## src/rtl/cfg_pkg.sv

```systemverilog
// Constants and types for the configuration word decoder
// How it works
// - Select 111/110/101 take external logic clock, high/medium/low power.
// - Select 100 picks internal oscillator, 011 picks external RC.
// - Select 010/001/000 pick crystal in high, standard, low gain.
// - Low-voltage enable 1 permits it; 0 requires high voltage on reset pin.
// - In low-voltage programming the enable bit cannot be programmed to 0.
// - Debugger bit 0 dedicates serial programming pins to the debugger.
// - Brown-out level bit 1 selects low trip, 0 selects high trip.
// - Stack-fault enable 1 lets stack faults reset the device.
// - Multiplier enable bit 1 turns on the four-times PLL.
// - Unimplemented bits read as 1; reserved bit 4 should be programmed 1.
// - Self-write field 11 none, 10 to 1FFh, 01 to 7FFh, 00 all.
// - Program protect 0 blocks external program access; reads return zero.
// - CPU and internal accesses are never affected by code protection.
// - Data protect 0 blocks external data EEPROM access, CPU unaffected.
// - Clearing protection erases program memory, and data EEPROM during erase.
// - Four user ID words at 8000h-8003h readable and writable.
// - Identifier word at 8006h: part id bits 13-5, revision 4-0.
// - Identifier word is read-only; writes do nothing.
// - External programmers and debuggers can read part id and revision.
// - Program protection at word one bit 7, 0 means enabled.
// - Data protection at word one bit 8, 0 means enabled.
package cfg_pkg;
   localparam logic [15:0] ADDR_USER_ID0 = 16'h8000;
   localparam logic [15:0] ADDR_USER_ID3 = 16'h8003;
   localparam logic [15:0] ADDR_PART_ID = 16'h8006;
   localparam logic [15:0] ADDR_CFG_ONE = 16'h8007;
   localparam logic [15:0] ADDR_CFG_TWO = 16'h8008;
   // Arbitrary neutral identity values
   localparam logic [8:0] PART_ID_VALUE = 9'h0a5;
   localparam logic [4:0] SILICON_REV_VALUE = 5'h01;
   localparam int POS_OSC_LSB = 0;
   localparam int POS_PROG_PROT = 7;
   localparam int POS_DATA_PROT = 8;
   localparam int POS_WRT_LSB = 0;
   localparam int POS_RESERVED = 4;
   localparam int POS_PLL = 8;
   localparam int POS_STACK = 9;
   localparam int POS_BROWNOUT_LEVEL_SELECT = 10;
   localparam int POS_DEBUG = 12;
   localparam int POS_LVP = 13;
   // Word two bits 11, 7..5, 3..2 are unimplemented and read as one
   localparam logic [13:0] CFG_TWO_UNIMPL = 14'h08ec;
   localparam logic [13:0] CFG_RESET = 14'h3fff;
   localparam logic [11:0] WRT_END_SMALL = 12'h1ff;
   localparam logic [11:0] WRT_END_HALF = 12'h7ff;
   localparam logic [11:0] WRT_END_ALL = 12'hfff;
   localparam logic [1:0] LOAD_CYCLES = 2'h2;

   typedef enum logic [2:0] {
      low_power_crystal = 3'b000,
      standard_crystal = 3'b001,
      high_gain_crystal = 3'b010,
      external_rc_oscillator = 3'b011,
      internal_oscillator = 3'b100,
      ext_clock_low_power = 3'b101,
      ext_clock_medium_power = 3'b110,
      ext_clock_high_power = 3'b111
   } osc_mode_type;

   typedef enum logic [1:0] {
      LD_IDLE = 2'b00,
      LD_FETCH = 2'b01,
      LD_DONE = 2'b10
   } load_state_type;

   // Decoded oscillator pin usage
   typedef struct packed {
      logic ext_logic_clock;
      logic [1:0] ext_power;
      logic internal_osc;
      logic clock_input_pin_is_io;
      logic rc_osc;
      logic crystal;
      logic [1:0] crystal_gain;
   } osc_cfg_type;

   // Decoded system settings
   typedef struct packed {
      logic lvp_allowed;
      logic hv_required;
      logic debug_pins;
      logic bor_low_trip;
      logic stack_reset_en;
      logic pll_on;
      logic prog_protect;
      logic data_protect;
   } sys_cfg_type;
endpackage

```

## src/rtl/config_word_protection_decode.sv

```systemverilog
// Configuration word loader, decoder and external access guard
`timescale 1ns/1ns
module config_word_protection_decode (
   // Clock, reset, enable
   input wire logic clk_sys,
   input wire logic rst_n,
   input wire logic clk_en,
   // Nonvolatile configuration words
   input wire logic [13:0] nv_cfg_one,
   input wire logic [13:0] nv_cfg_two,
   // Programming session status
   input wire logic lvp_entry,
   input wire logic bulk_erase,
   // External programmer register port
   input wire logic [15:0] ext_addr,
   input wire logic [13:0] ext_wdata,
   input wire logic ext_wr,
   input wire logic ext_rd,
   output logic [13:0] ext_rdata,
   // External memory access requests
   input wire logic ext_prog_req,
   input wire logic ext_data_req,
   output logic ext_prog_grant,
   output logic ext_data_grant,
   output logic ext_prog_zero,
   // CPU side access to user ID and memory
   input wire logic [1:0] cpu_uid_addr,
   input wire logic [13:0] cpu_uid_wdata,
   input wire logic cpu_uid_wr,
   output logic [13:0] cpu_uid_rdata,
   input wire logic cpu_prog_req,
   input wire logic cpu_data_req,
   output logic cpu_prog_grant,
   output logic cpu_data_grant,
   // Self-write check
   input wire logic [11:0] self_wr_addr,
   output logic self_wr_blocked,
   // Stack fault
   input wire logic stack_fault,
   output logic stack_reset,
   // Erase commands
   output logic erase_prog_all,
   output logic erase_data_all,
   // Decoded settings
   output cfg_pkg::osc_cfg_type osc_cfg,
   output cfg_pkg::sys_cfg_type sys_cfg,
   output logic [2:0] osc_source_select,
   output logic cfg_valid
);
   import cfg_pkg::*;

   ////////////////////////////////////////////////////////////////
   // Latched configuration and storage
   logic [13:0] cfg_one_r;
   logic [13:0] cfg_two_r;
   logic [13:0] cfg_one_nxt;
   logic [13:0] cfg_two_nxt;
   logic [13:0] user_id_r [4];
   load_state_type load_state_r;
   load_state_type load_state_nxt;
   logic [1:0] load_cnt_r;
   logic [13:0] ext_rdata_r;
   logic [13:0] ext_rdata_nxt;
   logic [13:0] cpu_uid_rdata_r;
   logic erase_prog_r;
   logic erase_data_r;
   // Word images as the cells hold them; settings use the reset copies
   logic [13:0] img_one_r;
   logic [13:0] img_two_r;
   logic [13:0] img_one_nxt;
   logic [13:0] img_two_nxt;

   ////////////////////////////////////////////////////////////////
   // Address decode
   wire logic hit_uid = (ext_addr >= ADDR_USER_ID0) && (ext_addr <= ADDR_USER_ID3);
   wire logic hit_part = (ext_addr == ADDR_PART_ID);
   wire logic hit_one = (ext_addr == ADDR_CFG_ONE);
   wire logic hit_two = (ext_addr == ADDR_CFG_TWO);
   wire logic [1:0] uid_idx = ext_addr[1:0];
   wire logic loaded = (load_state_r == LD_DONE);

   // Field views of latched words
   wire logic [2:0] osc_sel = cfg_one_r[POS_OSC_LSB +: 3];
   wire logic prog_prot_n = cfg_one_r[POS_PROG_PROT];
   wire logic data_prot_n = cfg_one_r[POS_DATA_PROT];
   wire logic [1:0] wrt_field = cfg_two_r[POS_WRT_LSB +: 2];
   wire logic lvp_bit = cfg_two_r[POS_LVP];
   // Readback forces unimplemented positions high
   wire logic [13:0] cfg_two_view = img_two_r | CFG_TWO_UNIMPL;

   // Word two write: keep low-voltage enable set under low-voltage entry
   wire logic [13:0] two_wr_val = lvp_entry ? (ext_wdata | (14'h0001 << POS_LVP))
                                            : ext_wdata;
   wire logic [13:0] one_wr_val = ext_wdata;

   // Protection clear detection
   wire logic prog_unprot = hit_one && ext_wr && !prog_prot_n && one_wr_val[POS_PROG_PROT];
   wire logic data_unprot = hit_one && ext_wr && !data_prot_n && one_wr_val[POS_DATA_PROT]
                            && bulk_erase;

   ////////////////////////////////////////////////////////////////
   // Loader sequence: fetch words for a few cycles after reset
   always_comb begin
      load_state_nxt = load_state_r;
      cfg_one_nxt = cfg_one_r;
      cfg_two_nxt = cfg_two_r;
      case (load_state_r)
         LD_IDLE: begin
            load_state_nxt = LD_FETCH;
         end
         LD_FETCH: begin
            cfg_one_nxt = nv_cfg_one;
            cfg_two_nxt = nv_cfg_two;
            if (load_cnt_r == LOAD_CYCLES) begin
               load_state_nxt = LD_DONE;
            end
         end
         LD_DONE: begin
            // Settings hold; programmed words take effect after next reset
            load_state_nxt = LD_DONE;
         end
         default: begin
            load_state_nxt = LD_IDLE;
         end
      endcase
   end

   always_ff @(posedge clk_sys or negedge rst_n) begin
      if (!rst_n) begin
         load_state_r <= LD_IDLE;
         load_cnt_r <= 2'h0;
         cfg_one_r <= CFG_RESET;
         cfg_two_r <= CFG_RESET;
      end else if (clk_en) begin
         load_state_r <= load_state_nxt;
         cfg_one_r <= cfg_one_nxt;
         cfg_two_r <= cfg_two_nxt;
         if (load_state_r == LD_FETCH) begin
            load_cnt_r <= load_cnt_r + 2'h1;
         end
      end
   end

   ////////////////////////////////////////////////////////////////
   // Word images: loaded with the settings, then follow programmer writes.
   // A write that lands during the load is overwritten by it.
   always_comb begin
      img_one_nxt = img_one_r;
      img_two_nxt = img_two_r;
      if (load_state_r == LD_FETCH) begin
         img_one_nxt = nv_cfg_one;
         img_two_nxt = nv_cfg_two;
      end else if (ext_wr && hit_one) begin
         img_one_nxt = one_wr_val;
      end else if (ext_wr && hit_two) begin
         img_two_nxt = two_wr_val;
      end
   end

   // Images only change what is read back, never the running settings
   always_ff @(posedge clk_sys or negedge rst_n) begin
      if (!rst_n) begin
         img_one_r <= CFG_RESET;
         img_two_r <= CFG_RESET;
      end else if (clk_en) begin
         img_one_r <= img_one_nxt;
         img_two_r <= img_two_nxt;
      end
   end

   ////////////////////////////////////////////////////////////////
   // Oscillator decode
   assign osc_source_select = osc_sel;
   assign osc_cfg.ext_logic_clock = (osc_sel == ext_clock_high_power)
                                  || (osc_sel == ext_clock_medium_power)
                                  || (osc_sel == ext_clock_low_power);
   assign osc_cfg.ext_power = (osc_sel == ext_clock_high_power) ? 2'h2 :
                              (osc_sel == ext_clock_medium_power) ? 2'h1 : 2'h0;
   assign osc_cfg.internal_osc = (osc_sel == internal_oscillator);
   assign osc_cfg.clock_input_pin_is_io = (osc_sel == internal_oscillator);
   assign osc_cfg.rc_osc = (osc_sel == external_rc_oscillator);
   assign osc_cfg.crystal = (osc_sel == high_gain_crystal)
                          || (osc_sel == standard_crystal)
                          || (osc_sel == low_power_crystal);
   assign osc_cfg.crystal_gain = (osc_sel == high_gain_crystal) ? 2'h2 :
                                 (osc_sel == standard_crystal) ? 2'h1 : 2'h0;

   ////////////////////////////////////////////////////////////////
   // System settings decode
   assign sys_cfg.lvp_allowed = lvp_bit;
   assign sys_cfg.hv_required = !lvp_bit;
   assign sys_cfg.debug_pins = !cfg_two_r[POS_DEBUG];
   assign sys_cfg.bor_low_trip = cfg_two_r[POS_BROWNOUT_LEVEL_SELECT];
   assign sys_cfg.stack_reset_en = cfg_two_r[POS_STACK];
   assign sys_cfg.pll_on = cfg_two_r[POS_PLL];
   assign sys_cfg.prog_protect = !prog_prot_n;
   assign sys_cfg.data_protect = !data_prot_n;
   assign cfg_valid = loaded;
   assign stack_reset = stack_fault && cfg_two_r[POS_STACK];

   ////////////////////////////////////////////////////////////////
   // Self-write range check
   wire logic [11:0] wrt_end = (wrt_field == 2'b10) ? WRT_END_SMALL :
                               (wrt_field == 2'b01) ? WRT_END_HALF : WRT_END_ALL;
   assign self_wr_blocked = (wrt_field != 2'b11) && (self_wr_addr <= wrt_end);

   ////////////////////////////////////////////////////////////////
   // Access gating; internal side always passes
   assign ext_prog_grant = ext_prog_req && prog_prot_n;
   assign ext_prog_zero = ext_prog_req && !prog_prot_n;
   assign ext_data_grant = ext_data_req && data_prot_n;
   assign cpu_prog_grant = cpu_prog_req;
   assign cpu_data_grant = cpu_data_req;

   ////////////////////////////////////////////////////////////////
   // External read mux, registered for one-cycle latency
   always_comb begin
      ext_rdata_nxt = 14'h0000;
      if (hit_uid) begin
         ext_rdata_nxt = user_id_r[uid_idx];
      end else if (hit_part) begin
         ext_rdata_nxt = {PART_ID_VALUE, SILICON_REV_VALUE};
      end else if (hit_one) begin
         ext_rdata_nxt = img_one_r;
      end else if (hit_two) begin
         ext_rdata_nxt = cfg_two_view;
      end
   end

   always_ff @(posedge clk_sys or negedge rst_n) begin
      if (!rst_n) begin
         ext_rdata_r <= 14'h0000;
      end else if (clk_en && ext_rd) begin
         ext_rdata_r <= ext_rdata_nxt;
      end
   end
   assign ext_rdata = ext_rdata_r;

   ////////////////////////////////////////////////////////////////
   // User ID store, one entry per generate slot; ID word never written
   genvar gi;
   generate
      for (gi = 0; gi < 4; gi++) begin : g_uid
         always_ff @(posedge clk_sys or negedge rst_n) begin
            if (!rst_n) begin
               user_id_r[gi] <= CFG_RESET;
            end else if (clk_en) begin
               if (ext_wr && hit_uid && (uid_idx == gi)) begin
                  user_id_r[gi] <= ext_wdata;
               end else if (cpu_uid_wr && (cpu_uid_addr == gi)) begin
                  user_id_r[gi] <= cpu_uid_wdata;
               end
            end
         end
      end
   endgenerate

   always_ff @(posedge clk_sys or negedge rst_n) begin
      if (!rst_n) begin
         cpu_uid_rdata_r <= 14'h0000;
      end else if (clk_en) begin
         cpu_uid_rdata_r <= user_id_r[cpu_uid_addr];
      end
   end
   assign cpu_uid_rdata = cpu_uid_rdata_r;
   // Writes at the identifier address match no store and are dropped

   ////////////////////////////////////////////////////////////////
   // Erase pulses when protection is lifted
   always_ff @(posedge clk_sys or negedge rst_n) begin
      if (!rst_n) begin
         erase_prog_r <= 1'b0;
         erase_data_r <= 1'b0;
      end else if (clk_en) begin
         erase_prog_r <= prog_unprot;
         erase_data_r <= data_unprot;
      end
   end
   assign erase_prog_all = erase_prog_r;
   assign erase_data_all = erase_data_r;
endmodule

```

## config.mk

```make
export PLATFORM = sky130hd
export DESIGN_NAME = config_word_protection_decode
export DESIGN_NICKNAME = d
export VERILOG_FILES = /design/src/rtl/cfg_pkg.sv /design/src/rtl/config_word_protection_decode.sv
export SDC_FILE = /design/constraint.sdc
export NUM_CORES = 1
export LEC_CHECK = 0
export BUFFER_PORTS_ARGS = -buffer_cell sky130_fd_sc_hd__buf_2
export CORE_UTILIZATION = 25
export DETAILED_ROUTE_END_ITERATION = 10
export REMOVE_ABC_BUFFERS = 1
export SKIP_LAST_GASP = 1
export SYNTH_ARGS = -nofsm -noshare
export SYNTH_HDL_FRONTEND = slang
export SYNTH_SLANG_ARGS = --single-unit
```

## constraint.sdc

```tcl
create_clock -name clk_sys -period 2.8 [get_ports clk_sys]
set_clock_uncertainty 0.1 [all_clocks]
set_input_delay 0.14 -clock clk_sys [delete_from_list [all_inputs] [get_ports clk_sys]]
set_output_delay 0.14 -clock clk_sys [all_outputs]
set_load 0.05 [all_outputs]
```

==> flow_summary.yaml <==
outcome:
  outcome: "complete, no violations"
power_and_ir_drop:
  power_frac_comb_pct: 34.9
  switching_share_pct: 37.2
  p_switching_mw: 3.03
  p_seq_share_pct: 36.2
  peakVddDrop_v: 0.000492
  internal_power_mw: 5.11
  power_density_mw_per_mm2: 863
  p_leak_nw: 3.63
  p_clk_share_pct: 28.9
worst_hold_path:
  hp-class: "primary input to flop"
  hold_path.startpoint: "ext_wdata[2]"
  hold-path-cell-count: 3
  holdPathEnd: "img_one_r[2]"
route:
  viasPerCell: 5.29
  final_antenna_net_count: 0
  drtIter0Drc: 643
  num_vias: 6613
  post-route-drc-count: 0
  first_pass_iters: 5
  wl_mm: 26.5
  wl_per_cell_um: 21.1
finish:
  final_nets: 962
  fin_area_mm2: 0.00944
  utilization_pct: 32.8
  final_layout_size_suffix_gt1_share_pct: 47.9
  area_growth_pct: 28.9
  antenna_cells: 0
cts:
  cts_tree: "built"
  clkTransAtPathRegs_ps: 60
  worst_skew_pair.late_latency_ps: 430
  ctsHoldBuffers: 31
  cts_resized: 0
  cts_buffer_depth: 2
  post-cts-setup-buffer-count: 0
  clock-sinks: 124
  cts-buffers-inserted: 17
  cts_htree_levels: 4
  root_buffer: "clkbuf_16"
synthesis:
  synthFlopType: "dfstp_2"
  yosysSeqAreaShare_pct: 43.9
  synth-seq-cells: 124
  syn_avg_cell_area_um2: 10.6
  synth_edf_count: 0
  syn_inst: 694
  synth_top_area_share_pct: 32.3
  async_flop_share_pct: 100
  synth.area.top_cells: "dfstp_2 32%, dfrtp_1 12%, mux4_2 8.6%, o221a_2 6.5%, nor2_1 4.5%"
  synth_cell_type_count: 48
  syn_area_mm2: 0.00733
  synth_top_area_cell: "dfstp_2"
  synth_warnings: 0
critical_path:
  arrival_ps: 2760
  cp-end-kind: "flop"
  cpPeakStageDelay_ps: 600
  crit_buf_inv: 3
  r2r-start: "load_state_r[1]"
  worstSetupPathType: "flop to flop"
  path_cells: "inv_1, ha_1, nand3b_1, or3_1, buf_4, o32ai_1, dlygate4sd3_1, nor3_1"
  crit_required_ps: 3050
  cp.depth: 8
  rrSetupSlack_ps: 290
  r2r-end: "img_one_r[6]"
  startpoint: "load_state_r[1]"
  reg2regPathDepth: 8
  slowest_stage: "dlygate4sd3_1"
  cp_max_fo: 4
  crit_family: "buffers and inverters"
  critical_path.startpoint_type: "flop"
sta:
  maxClockFrequency_mhz: 398
  final_hold_viol_count: 0
  fin_crit_sh_pct: 89.7
  worst_pin_slew_ps: 830
  drv_slew: 0
  layout_setup_ws_ps: 288
  rsz0062_at_grt: "false"
  holdWs_ps: 18.2
  fin_crit_ps: 2510
  setup_violations: 0
  setup-tns-final_ps: 0
  relSlewSlack_pct: 44.1
placement:
  numPortBuffers: 146
  place_ws_ps: 248
  place.gp.congestion: 0.803
  place_hpwl_mm: 17.9
  placed_cell_area_mm2: 0.00851
floorplan:
  ioPinCount: 157
  die_x_um: 173
  die_h_um: 173
  rows: 62
  core_area_mm2: 0.0288
  dieArea_mm2: 0.0300
  start_util_pct: 25.5
job:
  cap_viol_max_count: 0
grt:
  overflow: 0
  antenna_found_initial: 0
  track_usage_pct: 17.9
  grt_pass1_wl_mm: 40.8
  grt_max_degree: 53
  grt_pass1_vias: 6705
## synthesized netlist by cell type (5+ instances only)
master	instances
nor3b_1	5
mux4_2	28
o221a_1	14
o221a_2	42
clkbuf_1	59
dfstp_2	90
nor3_1	35
o21ai_0	58
a211oi_1	27
a22oi_1	12
a21oi_1	18
dfrtp_1	34
buf_4	10
o32ai_1	13
nand4_1	7
and2_1	5
nand2_1	7
o22ai_1	12
nor2_1	88
ha_1	9
inv_1	11
mux2_2	28
nand2b_1	30
## registers in the layout, summed over array words and instances (netlist names)
| register | count |
|---|---|
| load_cnt_r | 2 |
| cfg_one_r | 5 |
| cfg_two_r | 7 |
| erase_prog_all | 1 |
| ext_rdata | 14 |
| load_state_r | 2 |
| img_one_r | 14 |
| img_two_r | 8 |
| cpu_uid_rdata | 14 |
| user_id_r | 56 |
| erase_data_all | 1 |
## power by group through the flow
| stage | clock network, mW | registers, mW | logic [mW] |
|---|---|---|---|
| after detailed placement | 0 | 2.97 | 2.81 |
| after global routing | 2.46 | 3.02 | 3.04 |
| after floorplan | 0 | 3.32 | 1.58 |
| final | 2.36 | 2.95 | 2.85 |
| after CTS | 2.39 | 2.94 | 2.86 |
| after global placement | 0 | 2.93 | 2.77 |
## worst reg2reg max path, stage by stage (launching register included)
cell and delay [ps]:
dfrtp_1 370, inv_1 70, ha_1 210, nand3b_1 180, or3_1 430, buf_4 200
o32ai_1 230, dlygate4sd3_1 600, nor3_1 50
## metrics by stage
| stage | power, mW | std cells |
|---|---|---|
| final | 8.15 | 1251 |
| after global routing | 8.53 | 1251 |
| after CTS | 8.19 | 1251 |
| after detailed placement | 5.77 | 1188 |
| after global placement | 5.70 | 1188 |
| after floorplan | 4.91 | 615 |
## cell usage in the layout (no fill, tap or decap), types with 3 or more instances in the layout
master	netlist	final
bufinv_16	0	4
nand2_1	7	7
mux2_2	28	28
o221a_1	14	14
dlygate4sd3_1	0	31
clkbuf_16	0	17
dfstp_2	90	90
a22oi_1	12	12
o21ai_0	58	58
a21oi_1	18	18
buf_2	2	145
buf_4	10	43
inv_1	11	11
nor3b_1	5	5
o22ai_1	12	12
nor3_1	35	35
nor2_1	88	88
o221a_2	42	42
a211oi_1	27	27
nand4_1	7	7
or2_2	4	4
clkinv_2	0	5
o32ai_1	13	13
or4b_1	4	4
and2_1	5	5
nand3_1	3	3
nand3b_1	4	4
nand2b_1	30	30
ha_1	9	9
dfrtp_1	34	34
mux4_2	28	28
nor4b_1	3	3
## routing by layer
metal / vias to the layer above / GRT usage (%) / wire (µm) / part of all wire, %
li1: 2957 / - / - / -
met5: - / 0 / 0 / 0
met3: 35 / 4.53 / 1920 / 7.2
met2: 296 / 27.4 / 12100 / 46
met1: 3325 / 24.5 / 12000 / 45
met4: 0 / 5.90 / 416 / 1.6
## final cells by class
class | instances | area, µm²
inverter | 12 | 45.0
clock inverter | 12 | 170
multi-input combinational | 479 | 3700
tap | 384 | 480
clock buffer | 20 | 447
fill | 2931 | 19300
sequential | 124 | 3220
timing repair buffer | 220 | 1380
## cell families (layout without fill, tap and decap cells)
family	after synthesis	in the layout	share of synthesized area [%]
flops	124	124	43.9
buf+inv	91	264	5.62
simple gates	211	211	14.9
compound gates	202	202	21.0
xor+xnor	1	1	0.120
mux	56	56	12.9
fa+ha+maj	9	9	1.54
## how the worst max path moves through the flow
stage	end	slack [ps]
after global placement	user_id_r[2]	240
after detailed placement	user_id_r[1]	250
after global routing	img_one_r[6]	140
after CTS	self_wr_blocked	310
final	img_one_r[6]	290
after floorplan	ext_rdata[0]	-770
No activity file was read; power rests on OpenSTA's default activity.
